==> src/rtl/uab_pkg.sv <==
// shared constants and carrier types for address recognition and baud selection
package uab_pkg;

  // ****************************************************************
  // bus geometry
  // ****************************************************************
  localparam int unsigned UAB_ADR_W = 12;
  localparam int unsigned UAB_DAT_W = 32;
  localparam int unsigned UAB_SEL_W = 4;

  // ****************************************************************
  // register indices (byte address is the index times four)
  // ****************************************************************
  localparam logic [9:0] UAB_IDX_SERIAL_CTRL = 10'h098;
  localparam logic [9:0] UAB_IDX_OWN_ADDR = 10'h0a9;
  localparam logic [9:0] UAB_IDX_ADDR_MASK = 10'h0b9;
  localparam logic [9:0] UAB_IDX_TIMER2_CTRL = 10'h0c8;
  localparam logic [9:0] UAB_IDX_BAUD_GEN_CTRL = 10'h09b;
  localparam logic [9:0] UAB_IDX_RELOAD = 10'h09a;
  localparam logic [9:0] UAB_IDX_POWER_CTRL = 10'h087;
  localparam logic [9:0] UAB_IDX_MATCH_STATUS = 10'h09c;
  localparam logic [9:0] UAB_IDX_BCAST_ADDR = 10'h09d;

  // ****************************************************************
  // reset values and field positions
  // ****************************************************************
  localparam logic [7:0] UAB_RST_BYTE = 8'h00;
  localparam int unsigned UAB_SCTL_MODE_LO = 6;
  localparam int unsigned UAB_T2C_TX_T2 = 4;
  localparam int unsigned UAB_T2C_RX_T2 = 5;
  localparam int unsigned UAB_BGC_SPEED = 1;
  localparam int unsigned UAB_BGC_RX_INT = 2;
  localparam int unsigned UAB_BGC_TX_INT = 3;
  localparam int unsigned UAB_BGC_RUN = 4;
  localparam int unsigned UAB_PWR_DOUBLE = 7;
  localparam int unsigned UAB_STS_GIVEN = 0;
  localparam int unsigned UAB_STS_BCAST = 1;
  localparam int unsigned UAB_STS_SEEN = 2;

  // ****************************************************************
  // cycle counts of the rate generator prescaler, and the generator counter top
  // ****************************************************************
  localparam int unsigned UAB_PRE_BASE = 4;
  localparam int unsigned UAB_PRE_SLOW = 6;
  localparam logic [4:0] UAB_PRE_FAST_LAST = 5'(UAB_PRE_BASE - 1);
  localparam logic [4:0] UAB_PRE_SLOW_LAST = 5'(UAB_PRE_BASE * UAB_PRE_SLOW - 1);
  localparam logic [7:0] UAB_GEN_TOP = 8'hff;

  // ****************************************************************
  // carrier types
  // ****************************************************************
  typedef logic [7:0] uab_byte_t;

  typedef struct packed {
    logic [7:0] addr;
    logic given;
    logic broadcast;
  } uab_match_s;

endpackage

==> src/rtl/uab_buf2.sv <==
// small valid/ready buffer that holds received address bytes
module uab_buf2 #(
  parameter int unsigned WIDTH = 8,
  parameter int unsigned DEPTH = 2
) (
  input wire logic clk_i,
  input wire logic srst_i,
  input wire logic in_valid_i,
  output logic in_ready_o,
  input wire logic [WIDTH-1:0] in_data_i,
  output logic out_valid_o,
  input wire logic out_ready_i,
  output logic [WIDTH-1:0] out_data_o
);

  localparam int unsigned PW = (DEPTH > 1) ? $clog2(DEPTH) : 1;
  localparam logic [PW:0] FULL = (PW + 1)'(DEPTH);
  localparam logic [PW-1:0] LAST = PW'(DEPTH - 1);

  logic [WIDTH-1:0] mem_q [DEPTH];
  logic [PW-1:0] wr_ptr_q;
  logic [PW-1:0] rd_ptr_q;
  logic [PW:0] count_q;
  logic push;
  logic pop;

  // pointer step with wrap at the last entry
  function automatic logic [PW-1:0] step(input logic [PW-1:0] p);
    step = (p == LAST) ? '0 : PW'(p + 1'b1);
  endfunction

  // honest full and empty drive both handshakes
  assign in_ready_o = (count_q != FULL);
  assign out_valid_o = (count_q != '0);
  assign push = in_valid_i && in_ready_o;
  assign pop = out_valid_o && out_ready_i;

  // storage; head entry is itself a register
  always_ff @(posedge clk_i)
  begin
    if (push)
    begin
      mem_q[wr_ptr_q] <= in_data_i;
    end
  end

  assign out_data_o = mem_q[rd_ptr_q];

  // pointers and fill level
  always_ff @(posedge clk_i)
  begin
    if (srst_i)
    begin
      wr_ptr_q <= '0;
      rd_ptr_q <= '0;
      count_q <= '0;
    end
    else
    begin
      if (push)
      begin
        wr_ptr_q <= step(wr_ptr_q);
      end
      if (pop)
      begin
        rd_ptr_q <= step(rd_ptr_q);
      end
      if (push && !pop)
      begin
        count_q <= count_q + 1'b1;
      end
      else if (pop && !push)
      begin
        count_q <= count_q - 1'b1;
      end
    end
  end

endmodule

==> src/rtl/uab_core.sv <==
// address recognition and baud clock selection for the serial port
// Function
// - broadcast address is own address OR mask; zero bits are don't-care
// - reset clears own address and mask, so any address is answered
// - transmit and receive baud clocks are selected independently
// - transmit clock: internal generator, else timer 2, else timer 1
// - receive clock: internal generator, else timer 2, else timer 1
// - selectable baud sources apply only to modes 1 and 3
// - generator is 8-bit counter reloaded on overflow from reload register
// - generator input is clock divided by 4, and by a further 6 unless speed bit set
// - rate double bit doubles the internal generator baud rate
module uab_core (
  input wire logic CLOCK_I,
  input wire logic SRST_I,
  input wire logic [uab_pkg::UAB_ADR_W-1:0] ADR_I,
  input wire logic [uab_pkg::UAB_DAT_W-1:0] DAT_I,
  output logic [uab_pkg::UAB_DAT_W-1:0] DAT_O,
  input wire logic [uab_pkg::UAB_SEL_W-1:0] SEL_I,
  input wire logic WE_I,
  input wire logic CYC_I,
  input wire logic STB_I,
  output logic ACK_O,
  input wire logic TIMER1_OVF_I,
  input wire logic TIMER2_OVF_I,
  input wire logic RX_ADDR_VALID_I,
  input wire uab_pkg::uab_byte_t RX_ADDR_I,
  output logic RX_ADDR_READY_O,
  output logic MATCH_VALID_O,
  output uab_pkg::uab_match_s MATCH_O,
  input wire logic MATCH_READY_I,
  output logic TX_BAUD_TICK_O,
  output logic RX_BAUD_TICK_O
);
  import uab_pkg::*;

  // ****************************************************************
  // declarations
  // ****************************************************************
  logic ack_q, wb_req, wr_ok;
  logic [UAB_DAT_W-1:0] dat_q;
  logic [9:0] idx;
  logic own_wr, mask_wr, sctl_wr, t2c_wr, bgc_wr, rld_wr, pwr_wr;
  uab_byte_t own_q, mask_q, sctl_q, t2c_q, bgc_q, rld_q, pwr_q, sts_q;
  uab_byte_t bcast_addr, buf_data, gen_cnt_q;
  logic buf_valid, buf_pop, match_valid_q;
  uab_match_s match_q;
  logic [4:0] presc_q, presc_base, presc_last;
  logic presc_tick, gen_run, gen_ovf, int_tick, mode13;
  logic tx_tick_q, rx_tick_q;

  // ****************************************************************
  // helper functions
  // ****************************************************************
  // given address: every bit the mask marks must equal the own address
  function automatic logic given_hit(input uab_byte_t a, input uab_byte_t own,
                                     input uab_byte_t msk);
    given_hit = &(~(a ^ own) | ~msk);
  endfunction

  // broadcast: ones of own|mask must be ones in the address, zeros ignored
  function automatic logic bcast_hit(input uab_byte_t a, input uab_byte_t bc);
    bcast_hit = &(a | ~bc);
  endfunction

  // source priority: internal generator, then timer 2, then timer 1
  function automatic logic pick_src(input logic int_sel, input logic t2_sel,
                                    input logic t1, input logic t2, input logic ig);
    pick_src = int_sel ? ig : (t2_sel ? t2 : t1);
  endfunction

  // read decode shared by every register read
  function automatic uab_byte_t read_reg(input logic [9:0] i, input uab_byte_t own,
                                         input uab_byte_t msk, input uab_byte_t sctl,
                                         input uab_byte_t t2c, input uab_byte_t bgc,
                                         input uab_byte_t rld, input uab_byte_t pwr,
                                         input uab_byte_t sts);
    case (i)
      UAB_IDX_SERIAL_CTRL: read_reg = sctl;
      UAB_IDX_OWN_ADDR: read_reg = own;
      UAB_IDX_ADDR_MASK: read_reg = msk;
      UAB_IDX_TIMER2_CTRL: read_reg = t2c;
      UAB_IDX_BAUD_GEN_CTRL: read_reg = bgc;
      UAB_IDX_RELOAD: read_reg = rld;
      UAB_IDX_POWER_CTRL: read_reg = pwr;
      UAB_IDX_MATCH_STATUS: read_reg = sts;
      UAB_IDX_BCAST_ADDR: read_reg = own | msk;
      default: read_reg = 8'h00;
    endcase
  endfunction

  // ****************************************************************
  // wishbone slave
  // ****************************************************************
  // ack one cycle after the strobe, dropped the cycle after it is given
  assign wb_req = CYC_I && STB_I;
  assign idx = ADR_I[11:2];
  // a write lands on the edge where the master samples ack
  assign wr_ok = wb_req && ack_q && WE_I && SEL_I[0];
  assign own_wr = wr_ok && (idx == UAB_IDX_OWN_ADDR);
  assign mask_wr = wr_ok && (idx == UAB_IDX_ADDR_MASK);
  assign sctl_wr = wr_ok && (idx == UAB_IDX_SERIAL_CTRL);
  assign t2c_wr = wr_ok && (idx == UAB_IDX_TIMER2_CTRL);
  assign bgc_wr = wr_ok && (idx == UAB_IDX_BAUD_GEN_CTRL);
  assign rld_wr = wr_ok && (idx == UAB_IDX_RELOAD);
  assign pwr_wr = wr_ok && (idx == UAB_IDX_POWER_CTRL);

  always_ff @(posedge CLOCK_I)
  begin
    if (SRST_I)
    begin
      ack_q <= 1'b0;
    end
    else
    begin
      ack_q <= wb_req && !ack_q;
    end
  end

  // read data captured as ack rises; unmapped reads answer zero
  always_ff @(posedge CLOCK_I)
  begin
    if (SRST_I)
    begin
      dat_q <= '0;
    end
    else if (wb_req && !ack_q)
    begin
      dat_q <= {24'h000000, read_reg(idx, own_q, mask_q, sctl_q, t2c_q, bgc_q,
                                     rld_q, pwr_q, sts_q)};
    end
  end

  assign ACK_O = ack_q;
  assign DAT_O = dat_q;

  // ****************************************************************
  // software registers
  // ****************************************************************
  // address registers start cleared so every bit is a don't-care
  always_ff @(posedge CLOCK_I)
  begin
    if (SRST_I)
    begin
      own_q <= UAB_RST_BYTE;
      mask_q <= UAB_RST_BYTE;
    end
    else
    begin
      if (own_wr)
      begin
        own_q <= DAT_I[7:0];
      end
      if (mask_wr)
      begin
        mask_q <= DAT_I[7:0];
      end
    end
  end

  // mode, source selects and generator settings; serial control beyond the mode is storage
  always_ff @(posedge CLOCK_I)
  begin
    if (SRST_I)
    begin
      sctl_q <= UAB_RST_BYTE;
      t2c_q <= UAB_RST_BYTE;
      bgc_q <= UAB_RST_BYTE;
      rld_q <= UAB_RST_BYTE;
      pwr_q <= UAB_RST_BYTE;
    end
    else
    begin
      if (sctl_wr)
      begin
        sctl_q <= DAT_I[7:0];
      end
      if (t2c_wr)
      begin
        t2c_q <= DAT_I[7:0];
      end
      if (bgc_wr)
      begin
        bgc_q <= DAT_I[7:0];
      end
      if (rld_wr)
      begin
        rld_q <= DAT_I[7:0];
      end
      if (pwr_wr)
      begin
        pwr_q <= DAT_I[7:0];
      end
    end
  end

  // ****************************************************************
  // address recognition
  // ****************************************************************
  // the buffer absorbs a stall by the consumer; its ready reaches the receiver
  uab_buf2 #(
    .WIDTH(8),
    .DEPTH(2)
  ) u_addr_buf (
    .clk_i(CLOCK_I),
    .srst_i(SRST_I),
    .in_valid_i(RX_ADDR_VALID_I),
    .in_ready_o(RX_ADDR_READY_O),
    .in_data_i(RX_ADDR_I),
    .out_valid_o(buf_valid),
    .out_ready_i(!match_valid_q || MATCH_READY_I),
    .out_data_o(buf_data)
  );

  assign buf_pop = buf_valid && (!match_valid_q || MATCH_READY_I);
  assign bcast_addr = own_q | mask_q;

  // result stage; compared against the registers at the moment of the pop
  always_ff @(posedge CLOCK_I)
  begin
    if (SRST_I)
    begin
      match_valid_q <= 1'b0;
      match_q <= '0;
    end
    else if (buf_pop)
    begin
      match_valid_q <= 1'b1;
      match_q.addr <= buf_data;
      match_q.given <= given_hit(buf_data, own_q, mask_q);
      match_q.broadcast <= bcast_hit(buf_data, bcast_addr);
    end
    else if (MATCH_READY_I)
    begin
      match_valid_q <= 1'b0;
    end
  end

  // last result kept readable for software
  always_ff @(posedge CLOCK_I)
  begin
    if (SRST_I)
    begin
      sts_q <= UAB_RST_BYTE;
    end
    else if (buf_pop)
    begin
      sts_q <= '0;
      sts_q[UAB_STS_GIVEN] <= given_hit(buf_data, own_q, mask_q);
      sts_q[UAB_STS_BCAST] <= bcast_hit(buf_data, bcast_addr);
      sts_q[UAB_STS_SEEN] <= 1'b1;
    end
  end

  assign MATCH_VALID_O = match_valid_q;
  assign MATCH_O = match_q;

  // ****************************************************************
  // internal rate generator
  // ****************************************************************
  assign gen_run = bgc_q[UAB_BGC_RUN];
  // divide by 4 always, by a further 6 when the speed bit is low
  assign presc_base = bgc_q[UAB_BGC_SPEED] ? UAB_PRE_FAST_LAST : UAB_PRE_SLOW_LAST;
  // rate double halves the prescale period, so overflows come twice as often
  assign presc_last = pwr_q[UAB_PWR_DOUBLE] ? (presc_base >> 1) : presc_base;
  assign presc_tick = gen_run && (presc_q == presc_last);

  // a baud generator control or power control write restarts the prescaler so no stale count survives
  always_ff @(posedge CLOCK_I)
  begin
    if (SRST_I || bgc_wr || pwr_wr || !gen_run || presc_tick)
    begin
      presc_q <= 5'h00;
    end
    else
    begin
      presc_q <= presc_q + 5'h01;
    end
  end

  // 8-bit counter, reloaded on overflow; parked on the reload while stopped
  assign gen_ovf = presc_tick && (gen_cnt_q == UAB_GEN_TOP);
  always_ff @(posedge CLOCK_I)
  begin
    if (SRST_I)
    begin
      gen_cnt_q <= UAB_RST_BYTE;
    end
    else if (!gen_run || gen_ovf)
    begin
      gen_cnt_q <= rld_q;
    end
    else if (presc_tick)
    begin
      gen_cnt_q <= gen_cnt_q + 8'h01;
    end
  end

  // every overflow is one 16x sample tick; the baud rate is a sixteenth of it
  assign int_tick = gen_ovf;

  // ****************************************************************
  // baud clock selection
  // ****************************************************************
  // mode 1 and 3 share the low mode bit; other modes get no ticks here
  assign mode13 = sctl_q[UAB_SCTL_MODE_LO];

  // each direction picks its own source from its own select bits
  always_ff @(posedge CLOCK_I)
  begin
    if (SRST_I)
    begin
      tx_tick_q <= 1'b0;
      rx_tick_q <= 1'b0;
    end
    else
    begin
      tx_tick_q <= mode13 && pick_src(bgc_q[UAB_BGC_TX_INT], t2c_q[UAB_T2C_TX_T2],
                                      TIMER1_OVF_I, TIMER2_OVF_I, int_tick);
      rx_tick_q <= mode13 && pick_src(bgc_q[UAB_BGC_RX_INT], t2c_q[UAB_T2C_RX_T2],
                                      TIMER1_OVF_I, TIMER2_OVF_I, int_tick);
    end
  end

  assign TX_BAUD_TICK_O = tx_tick_q;
  assign RX_BAUD_TICK_O = rx_tick_q;

  // ****************************************************************
  // assertions
  // ****************************************************************
  chk_reset_clear: assert property (@(posedge CLOCK_I)
    SRST_I |=> (own_q == 8'h00) && (mask_q == 8'h00))
    else $error("address registers not cleared by reset");

  chk_given_result: assert property (@(posedge CLOCK_I) disable iff (SRST_I)
    buf_pop |=> MATCH_O.given ==
      (&(~(MATCH_O.addr ^ $past(own_q)) | ~$past(mask_q))))
    else $error("given address result wrong");

  chk_bcast_result: assert property (@(posedge CLOCK_I) disable iff (SRST_I)
    buf_pop |=> MATCH_O.broadcast ==
      (&(MATCH_O.addr | ~($past(own_q) | $past(mask_q)))))
    else $error("broadcast result wrong");

  chk_tx_internal: assert property (@(posedge CLOCK_I) disable iff (SRST_I)
    mode13 && bgc_q[UAB_BGC_TX_INT] |=> TX_BAUD_TICK_O == $past(int_tick))
    else $error("transmit tick does not follow the internal generator");

  chk_rx_timer1: assert property (@(posedge CLOCK_I) disable iff (SRST_I)
    mode13 && !bgc_q[UAB_BGC_RX_INT] && !t2c_q[UAB_T2C_RX_T2]
      |=> RX_BAUD_TICK_O == $past(TIMER1_OVF_I))
    else $error("receive tick does not follow timer 1");

  chk_dir_indep: assert property (@(posedge CLOCK_I) disable iff (SRST_I)
    mode13 && !bgc_q[UAB_BGC_TX_INT] && t2c_q[UAB_T2C_TX_T2] && bgc_q[UAB_BGC_RX_INT]
      && TIMER2_OVF_I && !int_tick |=> TX_BAUD_TICK_O && !RX_BAUD_TICK_O)
    else $error("transmit and receive selection not independent");

  chk_mode_gate: assert property (@(posedge CLOCK_I) disable iff (SRST_I)
    !mode13 |=> !TX_BAUD_TICK_O && !RX_BAUD_TICK_O)
    else $error("baud tick outside modes 1 and 3");

  chk_gen_reload: assert property (@(posedge CLOCK_I) disable iff (SRST_I)
    gen_ovf |=> gen_cnt_q == $past(rld_q))
    else $error("generator not reloaded on overflow");

  chk_fast_div: assert property (@(posedge CLOCK_I)
    disable iff (SRST_I || bgc_wr || pwr_wr)
    presc_tick && bgc_q[UAB_BGC_SPEED] && !pwr_q[UAB_PWR_DOUBLE]
      |=> !presc_tick [*3] ##1 presc_tick)
    else $error("fast prescaler not dividing by four");

  chk_slow_div: assert property (@(posedge CLOCK_I) disable iff (SRST_I || bgc_wr)
    presc_tick && !bgc_q[UAB_BGC_SPEED] |=> !presc_tick [*8])
    else $error("slow prescaler ticking too soon");

  chk_rate_double: assert property (@(posedge CLOCK_I)
    disable iff (SRST_I || bgc_wr || pwr_wr)
    presc_tick && bgc_q[UAB_BGC_SPEED] && pwr_q[UAB_PWR_DOUBLE]
      |=> !presc_tick ##1 presc_tick)
    else $error("rate double not halving the fast prescale period");

endmodule

==> config.mk <==
export PLATFORM = sky130hd
export DESIGN_NAME = uab_core
export DESIGN_NICKNAME = d
export VERILOG_FILES = /design/src/rtl/uab_pkg.sv /design/src/rtl/uab_buf2.sv /design/src/rtl/uab_core.sv
export SDC_FILE = /design/constraint.sdc
export NUM_CORES = 1
export LEC_CHECK = 0
export CORE_UTILIZATION = 59
export CTS_CLUSTER_DIAMETER = 60
export DETAILED_ROUTE_END_ITERATION = 10
export DONT_BUFFER_PORTS = 1
export PLACE_DENSITY = 0.81
export SETUP_SLACK_MARGIN = 0.3
export SYNTH_ARGS = -nofsm -noshare
export SYNTH_HDL_FRONTEND = slang
export SYNTH_HIERARCHICAL = 1
export SYNTH_SLANG_ARGS = --single-unit
==> constraint.sdc <==
create_clock -name CLOCK_I -period 3.2 [get_ports CLOCK_I]
set_clock_uncertainty 0.2 [all_clocks]
set_input_delay 0.64 -clock CLOCK_I [delete_from_list [all_inputs] [get_ports CLOCK_I]]
set_output_delay 0.64 -clock CLOCK_I [all_outputs]
set_load 0.02 [all_outputs]
# Yosys cells after proc, flatten, opt, wreduce, memory -nomap -nowiden
# Memory sizes are Yosys's and may differ from the RTL's. A register that Yosys moved wholly into a read port is not among the register bits.
# Cells that the tools add are included.
[totals] reg_bits=98 latchBits=0 ramBits=16 romBits=0 output_inout_bits=47 word_cells=103 n_memories=1
[mem_list] name="u_addr_buf.mem_q" depth=2 word_bits=8 read_ports=1 rd_clocked_by_memory_dff=1 write_ports=1 line_no="uab_buf2.sv:20" text="logic [WIDTH-1:0] mem_q [DEPTH];"
[op_classes] n_addsub=6 mul=0 div_mod_pow=0 order_cmp=0 n_eq_ne=12 shifts=0 muxes=19 bitwise=7 n_reduce_logical=37
[op_table] op="$eq 10x8->1 const B" n=9
[op_table] op="$pmux 8 s9" n=1
[op_table] op="$not 8->8" n=3
[op_table] op="$or 8x8->8" n=3
[op_table] op="$logic_and 1x1->1" n=20
[op_table] op="$mux 8" n=2
[op_table] op="$reduce_and 8->1" n=2
[op_table] op="$mux 1" n=12
[op_table] op="$mux 5" n=2
[op_table] op="$add 8x1->8 const B" n=1
[op_table] op="$eq 8x8->1 const B" n=1
[op_table] op="$reduce_bool 2->1" n=4
[op_table] op="$xor 8x8->8" n=1
[op_table] op="$logic_or 1x1->1" n=6
[op_table] op="$add 5x1->5 const B" n=1
[op_table] op="$eq 5x5->1" n=1
[op_table] op="$logic_not 1->1" n=5
[op_table] op="$mux 2" n=2
[op_table] op="$add 1x1->1 const B" n=2
[op_table] op="$add 2x1->2 const B" n=1
[op_table] op="$ne 2x2->1 const B" n=1
[op_table] op="$sub 2x1->2 const B" n=1

# Logic depth before layout (Yosys ltp)
[depth] word_depth=9 depth_mapped=8 mapped_depth_nobuf=6

# Modules after synthesis
# Netlist, hierarchy kept.
[by_module_without_submodules] module="uab_core" n_inst=1 cells_each=562 area_each_um2=4790.8 seq_area_each_um2=1841.8
[by_module_without_submodules] module="uab_buf2" n_inst=1 cells_each=49 area_each_um2=805.8 seq_area_each_um2=580.6

# Least setup slack after synthesis
# No wires, ideal clock.
[synth_path] path_kind="input to register" start="input ADR_I[7] (netlist name)" end="register pwr_q[0]" setup_ns=0.128 arrival_ns=2.196 t_required_ns=2.872 path_slack_ns=0.677 path_stages=8 cell_sequence="clkbuf_1 -> nor4_1 -> and3_1 -> clkbuf_1 -> and2_1 -> buf_4 -> mux2i_1 -> nor2_1"
[synth_between] elab_chain_cells=2
[synth_lines] item="start: declaration" line_no="uab_core.sv:15" text="input wire logic [uab_pkg::UAB_ADR_W-1:0] ADR_I,"
[synth_lines] item="$eq 10x8->1" line_no="uab_core.sv:105" text="assign pwr_wr = wr_ok && (idx == UAB_IDX_POWER_CTRL);"
[synth_lines] item="$logic_and 1x1->1" line_no="uab_core.sv:105"
[synth_lines] item="end signal: assignment" line_no="uab_core.sv:191" text="pwr_q <= DAT_I[7:0];"
[synth_lines] item="end: declaration" line_no="uab_core.sv:43" text="uab_byte_t own_q, mask_q, sctl_q, t2c_q, bgc_q, rld_q, pwr_q, sts_q;"
# No other way between the ends.
# A chain may end at the register's enable or synchronous reset.

# Worst setup path in the final report
[layout_path] start="register ack_q (netlist: ACK_O)" end="register sctl_q[0]"
[layout_between] elab_chain_cells=4
[layout_lines] item="start: declaration" line_no="uab_core.sv:39" text="logic ack_q, wb_req, wr_ok;"
[layout_lines] item="start signal: assignment" line_no="uab_core.sv:115" text="ack_q <= wb_req && !ack_q;"
[layout_lines] item="$logic_and 1x1->1 (3 in series)" line_no="uab_core.sv:98" text="assign wr_ok = wb_req && ack_q && WE_I && SEL_I[0];"
[layout_lines] item="$logic_and 1x1->1" line_no="uab_core.sv:101" text="assign sctl_wr = wr_ok && (idx == UAB_IDX_SERIAL_CTRL);"
[layout_lines] item="end signal: assignment" line_no="uab_core.sv:175" text="sctl_q <= DAT_I[7:0];"
[layout_lines] item="end: declaration" line_no="uab_core.sv:43"
# No other way between the ends.

==> reports/qor.yml <==
synth_top_area_share_pct: 34.7
fin_crit_sh_pct: 78.5
viasPerCell: 6.40
worst_setup_path_start_kind: "register"
path_max_fanout: 8
clk_latency_ns: 0.52
worstRegToRegCells: 5
grt_start_max_net_pins: 68
relSlewSlack_pct: 45.9
synth_cell_types: 71
wire_per_inst_um: 19.8
holdCritPathClass: "in2reg"
clk_pin_slew_ns: 0.06
io_pins: 112
hold_end: "ACK_O"
yosys_warnings: 6
p_comb_share_pct: 12.6
final_common_cell: "dfxtp_1"
vias: 4736
drc_errors: 0
dieArea_mm2: 0.00988
grt_setup_unrepaired: "false"
cts.repair.resized: 0
htree_levels: 4
worst_slew_pin_slew_ns: 0.800
ys_seq_area_share_pct: 43.3
power_density_mw_per_mm2: 665
numPortBuffers: 0
worstPathRequired_ns: 3.38
timing.rr.end: "sctl_q[0]"
start_util_pct: 60.9
utilization_pct: 68.8
layout_common_cells: "dfxtp_1 (97), nor2_1 (80), nand2_1 (52)"
clockRootBuffer: "clkbuf_8"
track_usage_pct: 30.9
intPower_mw: 3.04
antenna_found_initial: 0
finalCriticalPeriod_ns: 2.51
die_h_um: 99.4
clock-sinks: 113
r2r-start: "ACK_O"
coreArea_mm2: 0.00920
hold_violations: 0
area_growth_pct: 13.0
grt_pass1_vias: 4678
hpwl_um: 9690
fin_tns_setup_ns: 0
pwr-share-clk_pct: 47.0
syn_inst: 611
ys.flop_type: "dfxtp_1"
place.gp.congestion: 0.912
rows: 35
worstSetupPathType: "reg2reg"
max_freq_mhz: 398
routed_wl_um: 14700
drv_cap: 0
status: "complete, no violations"
async_reset_ff_share_pct: 0
overflow: 0
yosysTopAreaCell: "dfxtp_1"
cts_tree: "built"
ant_nets: 0
cp.arrival_ns: 2.69
r2r_setup_slack_ns: 0.69
holdPathStages: 1
avgSynthCellArea_um2: 9.16
fin_nets: 684
leakage_nw: 2.31
ys_ff_latch: 113
grt_pass1_wl_um: 23100
cts_buffers: 17
drv_slew: 0
netlist_area_mm2: 0.00560
cts_max_path_buffers: 2
vdd_drop_max_mv: 0.645
end_kind: "register"
firstDrtPassIters: 5
setup_viol: 0
p_sw_mw: 1.17
drtIter0Drc: 368
seqPwrFrac_pct: 40.4
synth_edf_count: 16
hold_path_startpoint: "SRST_I"
whs_ns: 0.0234
fp.dieW_um: 99.4
diodes: 0
synth_area_leaders: "dfxtp_1 (35%), mux2i_1 (8.8%), edfxtp_1 (8.6%)"
layout-drive-gt1-share_pct: 12.1
p_sw_share_pct: 27.8
-- cells in the mapped netlist (all sizes together) (4+ instances only) --
cell type  instances
dfxtp             97
nor2              80
nand2             52
mux2i             49
buf               37
a21oi             36
nand3             24
clkbuf            20
mux2              19
edfxtp            16
o21ai             13
xor2              13
a211oi            12
inv               12
nor3              11
a22oi              8
and3               8
nor2b              8
nand3b             6
nand4              6
a221oi             5
a22o               5
a31oi              4
nor4               4
o21bai             4
or2                4
-- power by group through the flow --
stage	clock network, mW	logic, mW	registers (mW)
global placement	0	0.464	1.72
detailed placement	0	0.481	1.72
finish	1.98	0.529	1.70
CTS	1.98	0.510	1.70
floorplan	0	0.493	1.67
global route	2.05	0.587	1.71
-- what timing repair did --
item / CTS / global route
hold buffers: 3 / 9
endpoints found under the hold margin: 67 / 17
buffers inserted: 0 / 0
endpoints found under the setup margin: 0 / 0
-- state kept, by name, summed over array words and instances, names as in the netlist, 2 cells and up, named ones only --
signal	count
u_addr_buf/mem_q	16
DAT_O	8
MATCH_O	8
bgc_q	8
gen_cnt_q	8
mask_q	8
own_q	8
pwr_q	8
rld_q	8
sctl_q	8
t2c_q	8
presc_q	5
sts_q	3
u_addr_buf/count_q	2
-- layer usage --
metal  share of wire (%)  vias to the layer above  global-route usage [%]
met5                   0                        -                       0
met4                 2.5                        0                    13.6
met3                 9.2                       35                    9.14
met2                  48                      233                    50.6
met1                  40                     2298                    38.0
li1                    -                     2170                       -
-- critical path, cell delays in order, from the launching register on --
cell and delay, ns:
dfxtp_1 0.46, and3_1 0.23, nand3_1 0.38, or4_1 0.80, mux2i_1 0.24, nor2_1 0.06
-- through the flow --
| stage | total power [mW] | area, um^2 | instances | worst slack [ns] |
|---|---|---|---|---|
| floorplan | 2.17 | 5680 | 634 | 0.677 |
| global placement | 2.18 | 5570 | 696 | 0.587 |
| detailed placement | 2.20 | 5570 | 696 | 0.519 |
| CTS | 4.19 | 6230 | 731 | 0.728 |
| global route | 4.35 | 6320 | 740 | 0.590 |
| finish | 4.20 | 6320 | 740 | 0.689 |
-- cells by family (layout without fill, tap and decap cells) --
kind of cell | Yosys count | count (layout) | synth area share [%]
buffers and inverters | 70 | 65 | 6.64
other | 1 | 24 | 0.0670
AOI/OAI and AO/OA | 112 | 112 | 13.6
DFF | 113 | 113 | 43.3
and+or+nand+nor | 229 | 229 | 20.8
muxes | 68 | 68 | 12.6
adders and majority gates | 3 | 3 | 0.671
xor gates and xnor gates | 15 | 15 | 2.35
-- how the worst max path moves through the flow --
| stage | from | slack [ns] | to |
|---|---|---|---|
| 3_3_place_gp | ADR_I[3] | 0.59 | t2c_q[5] |
| 6_report | ACK_O | 0.69 | sctl_q[0] |
| 3_5_place_dp | ADR_I[3] | 0.52 | t2c_q[7] |
| 5_1_grt | ACK_O | 0.59 | sctl_q[0] |
| 2_1_floorplan | ADR_I[7] | 0.68 | pwr_q[0] |
| 4_1_cts | ACK_O | 0.73 | sctl_q[0] |
-- cell type report --
type | count | area, um^2
timing repair buffer | 20 | 198
clock inverter | 14 | 204
multi-input combinational | 451 | 2900
clock buffer | 18 | 418
sequential | 113 | 2420
fill | 697 | 2870
inverter | 13 | 48.8
tap | 111 | 139
Power figures use the tool's default switching activity.
